--- config.mk ---
export PLATFORM = sky130hd
export DESIGN_NAME = fnst_tracker
export DESIGN_NICKNAME = d
export VERILOG_FILES = /design/src/fnst_pkg.sv /design/src/fnst_cfn_calc.sv /design/src/fnst_tracker.sv
export SDC_FILE = /design/constraint.sdc
export NUM_CORES = 1
export LEC_CHECK = 0
export ABC_AREA = 0
export BUFFER_PORTS_ARGS = -buffer_cell sky130_fd_sc_hd__buf_2
export CAP_MARGIN = 20
export CORE_ASPECT_RATIO = 0.8
export CORE_MARGIN = 3
export CORE_UTILIZATION = 50
export DETAILED_ROUTE_END_ITERATION = 10
export PLACE_DENSITY = 0.86
export SETUP_SLACK_MARGIN = 0.02
export SYNTH_ARGS = -nofsm -noshare
export SYNTH_HDL_FRONTEND = slang
export SYNTH_SLANG_ARGS = --single-unit
--- constraint.sdc ---
create_clock -name i_mclk -period 2.9 [get_ports i_mclk]
set_input_delay 0.87 -clock i_mclk [delete_from_list [all_inputs] [get_ports i_mclk]]
set_output_delay 0.87 -clock i_mclk [all_outputs]
set_load 0.02 [all_outputs]
--- src/fnst_pkg.sv ---
// fnst_pkg: constants and types for the connection frame number tracker
// assumes one 100 MHz clock domain; no software-visible registers
package fnst_pkg;

  // counter and field widths
  localparam int unsigned CFN_W    = 8;
  localparam int unsigned SFN_W    = 12;
  localparam int unsigned DOFFF_W  = 10;
  localparam int unsigned DOFFT_W  = 8;
  localparam int unsigned CHIP_W   = 16;
  localparam int unsigned L1CFG_W  = 4;

  // frame arithmetic: chips per frame and chips per default-offset step
  localparam int unsigned CHIPS_PER_FRAME = 38400;
  localparam int unsigned CHIPS_PER_DOFF  = 512;

  // reset values
  localparam logic [CFN_W-1:0]   CFN_RST   = 8'h00;
  localparam logic [CHIP_W-1:0]  CHIP_RST  = 16'h0000;
  localparam logic [L1CFG_W-1:0] L1CFG_RST = 4'h0;

  // tracker states
  typedef enum logic [1:0] {
    FNST_IDLE,
    FNST_RUN,
    FNST_HO_WAIT
  } fnst_state_t;

endpackage : fnst_pkg

--- src/fnst_cfn_calc.sv ---
// fnst_cfn_calc: combinational start value of the connection frame number
// assumes sfn and default offsets are stable while the caller samples the result
`timescale 1ns/1ps

module fnst_cfn_calc (
  input  wire logic                         i_fdd_mode,
  input  wire logic [fnst_pkg::SFN_W-1:0]   i_sfn,
  input  wire logic [fnst_pkg::DOFFF_W-1:0] i_default_offset_fdd,
  input  wire logic [fnst_pkg::DOFFT_W-1:0] i_default_offset_tdd,
  output logic      [fnst_pkg::CFN_W-1:0]   o_cfn_init
);

  logic [31:0]                 doff_chips;
  logic [31:0]                 frames_back;
  logic [fnst_pkg::CFN_W-1:0]  sfn_low;

  // floor((sfn*f - d*s)/f) equals sfn - ceil(d*s/f); avoids a wide signed divider
  always_comb begin
    doff_chips  = 32'(i_default_offset_fdd) * 32'(fnst_pkg::CHIPS_PER_DOFF);
    frames_back = (doff_chips + 32'(fnst_pkg::CHIPS_PER_FRAME) - 32'h1)
                  / 32'(fnst_pkg::CHIPS_PER_FRAME);
    sfn_low     = i_sfn[fnst_pkg::CFN_W-1:0];
    if (i_fdd_mode) begin
      o_cfn_init = sfn_low - frames_back[fnst_pkg::CFN_W-1:0];
    end else begin
      o_cfn_init = sfn_low - i_default_offset_tdd;
    end
  end

endmodule : fnst_cfn_calc

--- src/fnst_tracker.sv ---
// fnst_tracker: terminal-side connection frame number tracking, offset reports,
// handover correction and frame-synchronised layer-1 configuration switch
// assumes all inputs but i_rst_b synchronous to i_mclk and i_frame_stb one cycle per radio frame
`timescale 1ns/1ps

module fnst_tracker #(
  parameter logic [7:0] OFF_SUBST = 8'hff   // substitute offset when target not measurable
) (
  input  wire logic                          i_mclk,
  input  wire logic                          i_rst_b,
  input  wire logic                          i_ce,
  input  wire logic                          i_frame_stb,
  input  wire logic                          i_fdd_mode,
  input  wire logic                          i_dch_state,
  input  wire logic [fnst_pkg::SFN_W-1:0]    i_ref_sfn,
  input  wire logic [fnst_pkg::DOFFF_W-1:0]  i_default_offset_fdd,
  input  wire logic [fnst_pkg::DOFFT_W-1:0]  i_default_offset_tdd,
  input  wire logic                          i_init_stb,
  input  wire logic                          i_doff_new_stb,
  input  wire logic                          i_ho_stb,
  input  wire logic                          i_tgt_sfn_stb,
  input  wire logic [fnst_pkg::SFN_W-1:0]    i_tgt_sfn,
  input  wire logic                          i_meas_stb,
  input  wire logic                          i_meas_target,
  input  wire logic                          i_meas_ok,
  input  wire logic [fnst_pkg::SFN_W-1:0]    i_meas_sfn,
  input  wire logic [fnst_pkg::CHIP_W-1:0]   i_meas_chip,
  input  wire logic                          i_rpt_request,
  input  wire logic                          i_fdd_to_tdd_ho,
  input  wire logic                          i_switch_stb,
  input  wire logic [fnst_pkg::CFN_W-1:0]    i_switch_cfn,
  input  wire logic [fnst_pkg::L1CFG_W-1:0]  i_switch_cfg,
  output logic      [fnst_pkg::CFN_W-1:0]    o_cfn,
  output logic                               o_cfn_valid,
  output logic                               o_reinit_pending,
  output logic                               o_rpt_stb,
  output logic      [fnst_pkg::CFN_W-1:0]    o_rpt_off,
  output logic      [fnst_pkg::CHIP_W-1:0]   o_rpt_chip,
  output logic                               o_rpt_chip_valid,
  output logic      [fnst_pkg::L1CFG_W-1:0]  o_l1_cfg,
  output logic                               o_l1_switch_stb,
  output logic                               o_switch_armed
);

  logic                               rst_meta_q;
  logic                               rst_sync_q;
  fnst_pkg::fnst_state_t              state_q;
  logic [fnst_pkg::CFN_W-1:0]         cfn_q;
  logic                               pend_q;
  logic [fnst_pkg::DOFFF_W-1:0]       default_offset_fdd_q;
  logic [fnst_pkg::DOFFT_W-1:0]       default_offset_tdd_q;
  logic [fnst_pkg::SFN_W-1:0]         calc_sfn;
  logic [fnst_pkg::CFN_W-1:0]         cfn_init;
  logic                               do_init;
  logic                               do_reinit;
  logic                               rpt_allowed;
  logic [fnst_pkg::CFN_W-1:0]         sfn_diff;
  logic [fnst_pkg::CFN_W-1:0]         sw_cfn_q;
  logic [fnst_pkg::L1CFG_W-1:0]       sw_cfg_q;

  // reset release through two flip-flops; left ungated so reset never waits on i_ce
  always_ff @(posedge i_mclk or negedge i_rst_b) begin
    if (!i_rst_b) begin
      rst_meta_q <= 1'b0;
      rst_sync_q <= 1'b0;
    end else begin
      rst_meta_q <= 1'b1;
      rst_sync_q <= rst_meta_q;
    end
  end

  // default offsets: a fresh value from reconfiguration replaces the stored one
  always_ff @(posedge i_mclk or negedge rst_sync_q) begin
    if (!rst_sync_q) begin
      default_offset_fdd_q <= '0;
      default_offset_tdd_q <= '0;
    end else if (i_ce && (i_doff_new_stb || i_init_stb)) begin
      default_offset_fdd_q <= i_default_offset_fdd;
      default_offset_tdd_q <= i_default_offset_tdd;
    end
  end

  // initial load uses live offsets and reference sfn; reinit uses stored ones
  assign calc_sfn  = do_reinit ? i_tgt_sfn : i_ref_sfn;
  assign do_init   = i_init_stb;
  assign do_reinit = (state_q == fnst_pkg::FNST_HO_WAIT) && i_tgt_sfn_stb && !i_init_stb;

  fnst_cfn_calc u_calc (
    .i_fdd_mode (i_fdd_mode),
    .i_sfn      (calc_sfn),
    .i_default_offset_fdd (do_init ? i_default_offset_fdd : default_offset_fdd_q),
    .i_default_offset_tdd (do_init ? i_default_offset_tdd : default_offset_tdd_q),
    .o_cfn_init (cfn_init)
  );

  // pending correction: armed by a new default offset, consumed by reinit
  always_ff @(posedge i_mclk or negedge rst_sync_q) begin
    if (!rst_sync_q) begin
      pend_q <= 1'b0;
    end else if (i_ce) begin
      if (i_doff_new_stb) begin
        pend_q <= 1'b1;
      end else if (do_reinit || do_init) begin
        pend_q <= 1'b0;
      end
    end
  end

  // tracker state: handover with no new offset stays in run, counter untouched
  always_ff @(posedge i_mclk or negedge rst_sync_q) begin
    if (!rst_sync_q) begin
      state_q <= fnst_pkg::FNST_IDLE;
    end else if (i_ce) begin
      unique case (state_q)
        fnst_pkg::FNST_IDLE: begin
          if (do_init) begin
            state_q <= fnst_pkg::FNST_RUN;
          end
        end
        fnst_pkg::FNST_RUN: begin
          if (i_ho_stb && (pend_q || i_doff_new_stb)) begin
            state_q <= fnst_pkg::FNST_HO_WAIT;
          end
        end
        fnst_pkg::FNST_HO_WAIT: begin
          if (do_reinit || do_init) begin
            state_q <= fnst_pkg::FNST_RUN;
          end
        end
      endcase
    end
  end

  // the counter: load beats increment; it keeps running during the target wait
  always_ff @(posedge i_mclk or negedge rst_sync_q) begin
    if (!rst_sync_q) begin
      cfn_q <= fnst_pkg::CFN_RST;
    end else if (i_ce) begin
      if (do_init) begin
        cfn_q <= cfn_init;
      end else if (do_reinit) begin
        cfn_q <= cfn_init;
      end else if (i_frame_stb && state_q != fnst_pkg::FNST_IDLE) begin
        cfn_q <= cfn_q + 8'h01;
      end
    end
  end

  // offset reports: candidate cells in any state but idle, target only when network asks
  assign sfn_diff    = i_meas_sfn[fnst_pkg::CFN_W-1:0] - cfn_q;
  assign rpt_allowed = i_meas_stb && state_q != fnst_pkg::FNST_IDLE &&
                       (!i_meas_target || (i_dch_state && i_rpt_request));

  always_ff @(posedge i_mclk or negedge rst_sync_q) begin
    if (!rst_sync_q) begin
      o_rpt_stb        <= 1'b0;
      o_rpt_off        <= fnst_pkg::CFN_RST;
      o_rpt_chip       <= fnst_pkg::CHIP_RST;
      o_rpt_chip_valid <= 1'b0;
    end else if (i_ce) begin
      o_rpt_stb <= rpt_allowed;
      if (rpt_allowed) begin
        if (i_meas_ok) begin
          o_rpt_off <= sfn_diff;
        end else begin
          o_rpt_off <= OFF_SUBST;
        end
        o_rpt_chip       <= i_fdd_mode ? i_meas_chip : fnst_pkg::CHIP_RST;
        o_rpt_chip_valid <= i_fdd_mode && !i_fdd_to_tdd_ho;
      end
    end
  end

  // switch point: held until the counter reaches it on a frame boundary
  always_ff @(posedge i_mclk or negedge rst_sync_q) begin
    if (!rst_sync_q) begin
      sw_cfn_q        <= fnst_pkg::CFN_RST;
      sw_cfg_q        <= fnst_pkg::L1CFG_RST;
      o_switch_armed  <= 1'b0;
      o_l1_cfg        <= fnst_pkg::L1CFG_RST;
      o_l1_switch_stb <= 1'b0;
    end else if (i_ce) begin
      o_l1_switch_stb <= 1'b0;
      if (i_switch_stb) begin
        sw_cfn_q       <= i_switch_cfn;
        sw_cfg_q       <= i_switch_cfg;
        o_switch_armed <= 1'b1;
      end else if (o_switch_armed && i_frame_stb && cfn_q + 8'h01 == sw_cfn_q) begin
        // the frame that now begins carries cfn equal to the switch value
        o_l1_cfg        <= sw_cfg_q;
        o_l1_switch_stb <= 1'b1;
        o_switch_armed  <= 1'b0;
      end
    end
  end

  // status outputs, registered
  always_ff @(posedge i_mclk or negedge rst_sync_q) begin
    if (!rst_sync_q) begin
      o_cfn            <= fnst_pkg::CFN_RST;
      o_cfn_valid      <= 1'b0;
      o_reinit_pending <= 1'b0;
    end else if (i_ce) begin
      o_cfn            <= cfn_q;
      o_cfn_valid      <= state_q != fnst_pkg::FNST_IDLE;
      o_reinit_pending <= pend_q;
    end
  end

endmodule : fnst_tracker

# After elaboration in Yosys (flattened, before gate mapping)

Cells that the tools add are included.

Add/sub/neg operators: 6
Muxes and demuxes: 19
Reduce and logical (&&, ||, !) cells: 30
Equal/unequal tests: 6
Divide/modulo/power cells: 1
Bitwise logic cells: 1

Operators by type and width:

| kind                                                                   | number |
|---|---|
| 8-bit 2-to-1 mux                                                       | 7 |
| 32-bit by 16-bit divider with 32-bit output (second input constant)    | 1 |
| 32-bit by 1-bit subtractor with 32-bit output (second input constant)  | 1 |
| 8-bit subtractor                                                       | 3 |
| 19-bit by 16-bit adder with 20-bit output (second input constant)      | 1 |
| 16-bit 2-to-1 mux                                                      | 1 |
| 1-bit logical AND                                                      | 11 |
| 10-bit 2-to-1 mux                                                      | 1 |
| 2-bit AND reduction                                                    | 5 |
| 8-bit by 1-bit adder with 8-bit output (second input constant)         | 1 |
| 8-bit equality test                                                    | 1 |
| 1-bit 2-to-1 mux                                                       | 6 |
| 2-bit 2-to-1 mux                                                       | 3 |
| 2-bit one-hot mux with 3 select lines                                  | 1 |
| 2-bit nonzero test                                                     | 3 |
| 1-bit logical OR                                                       | 4 |
| 2-bit inequality test (second input constant)                          | 2 |
| 4-bit AND reduction                                                    | 1 |
| 1-bit zero test                                                        | 3 |
| 3-bit AND reduction                                                    | 1 |
| 3-bit nonzero test                                                     | 1 |
| 2-bit by 1-bit equality test with 1-bit output (second input constant) | 1 |
| 2-bit equality test (second input constant)                            | 1 |
| 2-bit zero test                                                        | 1 |
| 2 further kinds                                                        | 2 |

Logic and storage cells: 82
Register bits after elaboration: 85
Output and inout bits: 42
Bits of input ports: 98

# Logic depth before layout (Yosys ltp)

Gate-level depths: netlist of the first run.

Word-level depth: 8
Gate-level depth with buffers: 38
Mapped depth without buffers: 35

# Modules after synthesis

Synthesis of the first run repeated with hierarchy kept, for this count alone.

Cell total of the unflattened synthesis: 643
Area, all modules: 6008.3 sq um

Modules (own cells, without submodules):

| module        | instances | sequential area each (sq um) | cells an instance | area an instance (sq um) |
|---|---|---|---|---|
| fnst_tracker  | 1         | 2127.0                       | 389               | 4244.1 |
| fnst_cfn_calc | 1         | 0.0                          | 254               | 1764.2 |

# Least setup slack after synthesis of the first run

Ideal clock, no wire load.

Path kind: input to register
Start: input port i_init_stb
End: register cfn_q[6] in the netlist's numbering
Library setup time: 0.132 ns
Arrival: 7.618 ns
Cell stages on the path: 34
Buffers on the path: 3
Setup slack: -4.850 ns
Required time: 2.768 ns
Cells stage by stage: buf_6 buf_6 buf_2 mux2i_1 ha_1 nor2b_1 o32a_1 xnor2_2 o311a_1 a211oi_1 o22ai_2 o31ai_4 mux2i_1 a41oi_4 or2_2 xnor2_1 ha_1 nor2_1 mux2i_1 a2111o_1 a21oi_1 o22ai_1 a32o_1 ha_1 fa_1 nor2b_1 o21ai_0 nand2b_1 a21o_1 a21oi_1 xor2_1 nor2_1 a211oi_1 a21oi_1

Longest elaborated chain between the ends: 8
Elaborated cells on any way between the ends: 15
Classes of those cells: add/sub: 4; div: 1; mux: 6; reduce/logical: 4

RTL lines:

| what                                          | line                | text |
|---|---|---|
| from (decl)                                   | fnst_tracker.sv:18  | `input wire logic i_init_stb,` |
| 10-bit 2-to-1 mux                             | fnst_tracker.sv:91  | `.i_default_offset_fdd (do_init ? i_default_offset_fdd : default_offset_fdd_q),` |
| 19-bit by 16-bit adder with 20-bit output     | fnst_cfn_calc.sv:20 | `frames_back = (doff_chips + 32'(fnst_pkg::CHIPS_PER_FRAME) - 32'h1)` |
| 32-bit by 1-bit subtractor with 32-bit output | fnst_cfn_calc.sv:20 |  |
| 32-bit by 16-bit divider with 32-bit output   | fnst_cfn_calc.sv:21 | `/ 32'(fnst_pkg::CHIPS_PER_FRAME);` |
| 8-bit subtractor                              | fnst_cfn_calc.sv:24 | `o_cfn_init = sfn_low - frames_back[fnst_pkg::CFN_W-1:0];` |
| 8-bit 2-to-1 mux                              | fnst_cfn_calc.sv:23 | `if (i_fdd_mode) begin` |
| 8-bit 2-to-1 mux                              | fnst_tracker.sv:141 | `end else if (do_reinit) begin` |
| 8-bit 2-to-1 mux                              | fnst_tracker.sv:139 | `if (do_init) begin` |
| to (signal assigned)                          | fnst_tracker.sv:140 | `cfn_q <= cfn_init;` |
| to (signal assigned)                          | fnst_tracker.sv:142 | `cfn_q <= cfn_init;` |
| to (signal assigned)                          | fnst_tracker.sv:144 | `cfn_q <= cfn_q + 8'h01;` |
| to (decl)                                     | fnst_tracker.sv:48  | `logic [fnst_pkg::CFN_W-1:0] cfn_q;` |

Parallel ways exist; a longest one is shown, timed or not.
A chain may end at the register's enable or synchronous reset.

# Worst setup path after layout of the first run

Same ends and word-level chain as after synthesis.

==> flow_metrics.tcl, run 1 <==
set metrics [dict create \
    cts.clk_slew.worst_paths_ns 0.07 \
    die_h_um 104.3 \
    yosysUniqueCellTypes 88 \
    finalHoldViolCount 0 \
    drt-met1-wl_um 8310 \
    layout-drive-gt1-share 0.4951 \
    htree_levels 3 \
    die_area_um2 13430 \
    clock_path_buffers 2 \
    slowest_delay_ns 0.45 \
    drc_errors 0 \
    syn2layout_area_growth_pct 46.37 \
    start_util 0.5182 \
    vias_per_cell 6.387 \
    grt_pass1_wl_um 32220 \
    synth-seq-cells 85 \
    ios 140 \
    synthArstFlopShare 1.000 \
    num_antenna_cells 0 \
    grt_max_degree 84 \
    grt_pass1_vias 6414 \
    cap_violations 0 \
    top_layer "met4" \
    p_leak_nw 4.093 \
    rsz0062_at_grt "yes" \
    routed_wl_um 23110 \
    drt_iter0_drc 728 \
    hold_class "reg -> async" \
    max_slew.worst_pin.slew_ns 0.5667 \
    met3_length_um 2125 \
    clk_latency_ns 0.35 \
    cts_root_buf "clkbuf_16" \
    grt-ovfl-total 0 \
    synthCells 639 \
    cts_inserted_buffers 9 \
    critical_path_buf_inv_count 4 \
    critPathLaunchType "input port" \
    drv_slew 0 \
    fp.dieW_um 128.8 \
    fin_skew_ns 0.007534 \
    finalWorstSetupSlack_ns -4.093 \
    fin_nets 1027 \
    finish.utilization 0.7584 \
    hold_slack_ns 0.2698 \
    vias 6764 \
    syn_area_per_cell_um2 9.446 \
    gp_congestion 0.9081 \
    powerDensity_nw_per_um2 836.0 \
    final_antenna_net_count 0 \
    synth_nets 760 \
    power.total_mw 7.386 \
    yosys_warnings 0 \
    crit_path_top_delay_cell "or4_4" \
    drt_first_pass_iters 6 \
    max-vdd-ir-drop_mv 0.4025 \
    grt_antenna_before_repair 0 \
    violations "setup timing" \
    slew_headroom 0.6222 \
    core_area_um2 11650 \
    hpwl_um 13620 \
    fmax_mhz 143.0 \
    outcome "finished with violations" \
    finalCriticalPeriod_ns 6.993 \
    post-route-period-util 2.411 \
    end_kind "flip-flop" \
    grt_usage 0.2993 \
    yosysSeqAreaShare 0.3524 \
    dp_slack_ns -4.309 \
    syn_area_um2 6036 \
    worstSetupPathType "in -> reg" \
    cp_top_family "compound AO/OA/AOI/OAI gates" \
    cp_data_required_time_ns 3.14 \
    wl_per_cell_um 21.82 \
    row_count 35 \
    finalSetupViolations 8 \
    cp_max_fo 5 \
    arrival_ns 7.23 \
    wl_met2_um 10840 \
    synth_edf_count 0 \
    clock-sinks 85 \
    cts_tree "done" \
    port_buffers 127 \
    synth_flop_cell "dfrtp_1" \
]
==> synthesized netlist by cell type, types with 3 or more instances <==
master | count | area share
o21ai_1 | 3 | 0.0025
nor3_1 | 8 | 0.0066
inv_1 | 24 | 0.015
o22ai_1 | 4 | 0.0041
o31ai_1 | 5 | 0.0062
nand2b_1 | 7 | 0.0073
buf_1 | 7 | 0.0044
xnor2_1 | 29 | 0.042
o21ai_0 | 30 | 0.025
a31oi_1 | 11 | 0.011
mux2_2 | 53 | 0.099
or2_2 | 7 | 0.0073
nand4_1 | 4 | 0.0041
and2_1 | 6 | 0.0062
a21oi_1 | 26 | 0.022
a22oi_1 | 3 | 0.0037
mux2i_1 | 19 | 0.032
nor2_1 | 50 | 0.031
nand2_1 | 61 | 0.038
o21a_1 | 6 | 0.0075
o31a_1 | 4 | 0.0058
ha_1 | 21 | 0.044
nor4_1 | 3 | 0.0031
nor2b_1 | 8 | 0.0083
o211a_1 | 3 | 0.0050
nand3b_1 | 3 | 0.0037
nand3_1 | 32 | 0.027
a211oi_1 | 11 | 0.014
o211ai_1 | 4 | 0.0050
clkbuf_1 | 14 | 0.0087
xor2_1 | 8 | 0.012
or3_1 | 6 | 0.0062
a211o_1 | 4 | 0.0058
a21o_1 | 6 | 0.0075
dfrtp_1 | 85 | 0.35
==> kinds of logic after synthesis <==
| group | synth area share |
|---|---|
| and+or+nand+nor | 0.1629 |
| AOI/OAI and AO/OA | 0.2011 |
| DFF | 0.3524 |
| muxes | 0.1376 |
| buffers and inverters | 0.03441 |
| xor gates and xnor gates | 0.05908 |
| adders and majority gates | 0.05182 |
| other | 0.0006213 |
==> worst paths after layout <==
kind | from | endpoint | slack, ns | depth (start not counted)
max | i_init_stb | cfn_q[6] | -4.09 | 35
max in group asynchronous | rst_sync_q | cfn_q[3] | 2.00 | 1
max reg2reg | default_offset_fdd_q[1] | cfn_q[6] | -3.82 | 34
min in group i_mclk | rst_meta_q | rst_sync_q | 0.35 | 0
min | rst_sync_q | o_rpt_off[4] | 0.27 | 0
min reg2reg | rst_sync_q | o_rpt_off[4] | 0.27 | 0
==> through the flow <==
step	setup TNS, ns	cell area (um2)	cells
6_report	-29.99	8835	1059
5_1_grt	-31.60	8835	1059
4_1_cts	-26.87	8472	1042
3_5_place_dp	-31.49	7831	1016
3_3_place_gp	-29.95	7831	1016
2_1_floorplan	-30.12	6152	639
==> cell usage in the layout (no fill, tap or decap), drive strengths merged, types with 3 or more instances in the layout <==
cell / instances
buf: 281
dfrtp: 85
nand2: 61
mux2: 55
nor2: 50
o21ai: 34
nand3: 33
xnor2: 30
inv: 27
a21oi: 27
ha: 21
mux2i: 20
a211oi: 14
a31oi: 11
clkbuf: 10
nor3: 9
xor2: 9
or2: 8
nor2b: 8
nand2b: 7
or3: 6
o21a: 6
a21o: 6
and2: 6
o31ai: 6
a211o: 5
o211ai: 5
o22ai: 5
nand4: 4
o31a: 4
nand3b: 3
o211a: 3
a22oi: 3
a21boi: 3
nor4: 3
==> flip-flops by register name, summed over array words and instances (netlist names) <==
register	cells
o_rpt_stb	1
default_offset_fdd_q	10
rst_meta_q	1
o_rpt_chip_valid	1
default_offset_tdd_q	8
sw_cfg_q	4
o_reinit_pending	1
o_rpt_off	8
o_cfn	8
o_l1_switch_stb	1
sw_cfn_q	8
cfn_q	8
state_q	2
o_rpt_chip	16
o_switch_armed	1
rst_sync_q	1
o_l1_cfg	4
o_cfn_valid	1
pend_q	1
==> metal layers <==
metal / vias up / track usage
met3: 178 / 0.06366
met2: 498 / 0.5033
met5: - / 0
met1: 3218 / 0.3647
met4: 0 / 0.1379
li1: 2870 / -
==> timing repair <==
item / in CTS / in global routing
hold buffers: 0 / 0
setup buffers: 10 / 18
gates cloned: 0 / 0
pin swaps: 26 / 25
setup endpoints to repair: 8 / 8
gates resized for setup: 51 / 41
==> final cells by class <==
class | instances | area (um2)
tap | 148 | 185.2
timing repair buffer | 281 | 1854
multi-input combinational | 504 | 4245
clock inverter | 6 | 93.84
clock buffer | 10 | 229.0
fill | 679 | 2814
inverter | 25 | 96.34
sequential | 85 | 2131
==> power by group <==
group / switching (mW) / internal (mW)
Combinational: 2.40 / 1.99
Clock: 0.527 / 0.763
Sequential: 0.234 / 1.47
No activity file was read; power rests on OpenSTA's default activity.
==> run 2: changes to the inputs <==
--- a/config.mk
+++ b/config.mk
@@ -10,9 +10,9 @@
 export CAP_MARGIN = 20
 export CORE_ASPECT_RATIO = 0.8
 export CORE_MARGIN = 3
-export CORE_UTILIZATION = 50
+export CORE_UTILIZATION = 55
 export DETAILED_ROUTE_END_ITERATION = 10
-export PLACE_DENSITY = 0.86
+export PLACE_DENSITY = 0.92
 export SETUP_SLACK_MARGIN = 0.02
 export SYNTH_ARGS = -nofsm -noshare
 export SYNTH_HDL_FRONTEND = slang
==> run 2 against run 1 <==
Non-clock buffer count increased by 12. Critical endpoint unchanged. Largest cell class unchanged. Final cell count increased by 0.47%. Critical path type unchanged. The run still ends with setup timing left. Hold slack got worse by 0.051 ns.
==> flow_metrics.tcl, run 2 (synthesis results as in run 1) <==
set metrics [dict create \
    hpwl_um 14550 \
    ios 140 \
    powerDensity_nw_per_um2 852.0 \
    grt_pass1_vias 7076 \
    dp_slack_ns -4.406 \
    drc_errors 0 \
    cts.clk_slew.worst_paths_ns 0.07 \
    cts_tree "done" \
    grt_antenna_before_repair 1 \
    die_h_um 99.70 \
    end_kind "flip-flop" \
    grt_max_degree 84 \
    drt_first_pass_iters 5 \
    cap_violations 0 \
    routed_wl_um 25790 \
    post-route-period-util 2.488 \
    mostFrequentLayoutCells "162 x buf_4, 126 x buf_2, 84 x dfrtp_1" \
    die_area_um2 12280 \
    top_regs "o_rpt_chip (16), default_offset_fdd_q (10)" \
    violations "setup timing" \
    fmax_mhz 138.6 \
    largest_register_ffs 16 \
    clk_latency_ns 0.35 \
    cp_data_required_time_ns 3.13 \
    start_util 0.5755 \
    outcome "finished with violations" \
    core_area_um2 10490 \
    stdcell_area_um2 8820 \
    clock-sinks 85 \
    row_count 33 \
    arrival_ns 7.45 \
    p_leak_nw 4.142 \
    crit_path_top_delay_cell "or4_4" \
    wl_per_cell_um 24.24 \
    port_buffers 127 \
    fin_skew_ns 0.008834 \
    hold_class "reg -> async" \
    largest_register "o_rpt_chip" \
    slowest_delay_ns 0.45 \
    finalHoldViolCount 0 \
    clock_path_buffers 2 \
    cts_root_buf "clkbuf_16" \
    placed_area_um2 7870 \
    fin_nets 1039 \
    syn2layout_area_growth_pct 46.12 \
    grt_usage 0.3819 \
    max_slew.worst_pin.slew_ns 0.5782 \
    vias_per_cell 6.724 \
    layout_commonest_cell "buf_4" \
    hold_buffers 0 \
    final_antenna_net_count 0 \
    fp.dieW_um 123.1 \
    tns_ns -32.16 \
    gp_congestion 0.9174 \
    slew_headroom 0.6131 \
    finalWorstSetupSlack_ns -4.315 \
    htree_levels 3 \
    vias 7154 \
    critPathLaunchType "input port" \
    max-vdd-ir-drop_mv 0.4890 \
    cp_max_fo 5 \
    grt_pass1_wl_um 36310 \
    dp_cells 1015 \
    drt_iter0_drc 986 \
    finalCriticalPeriod_ns 7.215 \
    layout-drive-gt1-share 0.4930 \
    crit_top_cell "nor2_1" \
    finish.utilization 0.8410 \
    worstSetupPathType "in -> reg" \
    cts_inserted_buffers 9 \
    drv_slew 0 \
    rsz0062_at_grt "yes" \
    grt-ovfl-total 0 \
    final_cells 1064 \
    finalSetupViolations 13 \
]
[run 2: area by class of cell]
class	count	area, um2
Fill cell	482	1668
Inverter	25	96.34
Sequential cell	85	2131
Antenna cell	1	2.502
Multi-Input combinational cell	504	4161
Clock buffer	10	229.0
Tap cell	140	175.2
Clock inverter	6	87.58
Timing Repair Buffer	293	1937
[run 2: worst paths after layout]
check	from	slack, ns	endpoint	cells after the start
max reg2reg	default_offset_fdd_q[1]	-4.06	cfn_q[6]	33
max	i_init_stb	-4.31	cfn_q[6]	34
max in group asynchronous	rst_sync_q	2.06	default_offset_tdd_q[2]	1
min	rst_sync_q	0.22	o_rpt_chip_valid	0
min reg2reg	rst_sync_q	0.22	o_rpt_chip_valid	0
min in group i_mclk	rst_meta_q	0.36	rst_sync_q	0
[run 2: repair_timing]
action	CTS	global route
setup endpoints to repair	8	12
cloned	0	0
gates resized for setup	58	21
buffers inserted	25	10
pin swaps	29	7
[run 2: metal layers]
| metal | vias up | global-route usage | wire length (um) |
|---|---|---|---|
| met4 | 0 | 0.2519 | 2447 |
| met2 | 675 | 0.6399 | 12120 |
| li1 | 2885 | - | - |
| met3 | 262 | 0.08982 | 2647 |
| met1 | 3332 | 0.4333 | 8576 |
| met5 | - | 0 | 0 |
[run 2: worst max-delay path: cells and delay by family]
kind / cells / cell delay (ns)
buf+inv: 2 / 0.24
mux: 2 / 0.47
fa+ha+maj: 4 / 1.06
simple gates: 8 / 1.60
compound gates: 15 / 2.75
xor+xnor: 3 / 0.45
[run 2: stage by stage]
| step | hold slack [ns] | total power, mW |
|---|---|---|
| after floorplan | 0.3312 | 3.878 |
| after global placement | 0.3375 | 5.090 |
| after detailed placement | 0.3365 | 5.307 |
| after CTS | 0.2982 | 6.964 |
| after global routing | 0.2457 | 7.763 |
| final | 0.2189 | 7.514 |
[run 2: power by group]
group / internal, mW / switching, mW / total, mW
clock: 0.755 / 0.502 / 1.26
combinational: 2.03 / 2.48 / 4.51
sequential: 1.48 / 0.268 / 1.74
total: 4.26 / 3.25 / 7.51
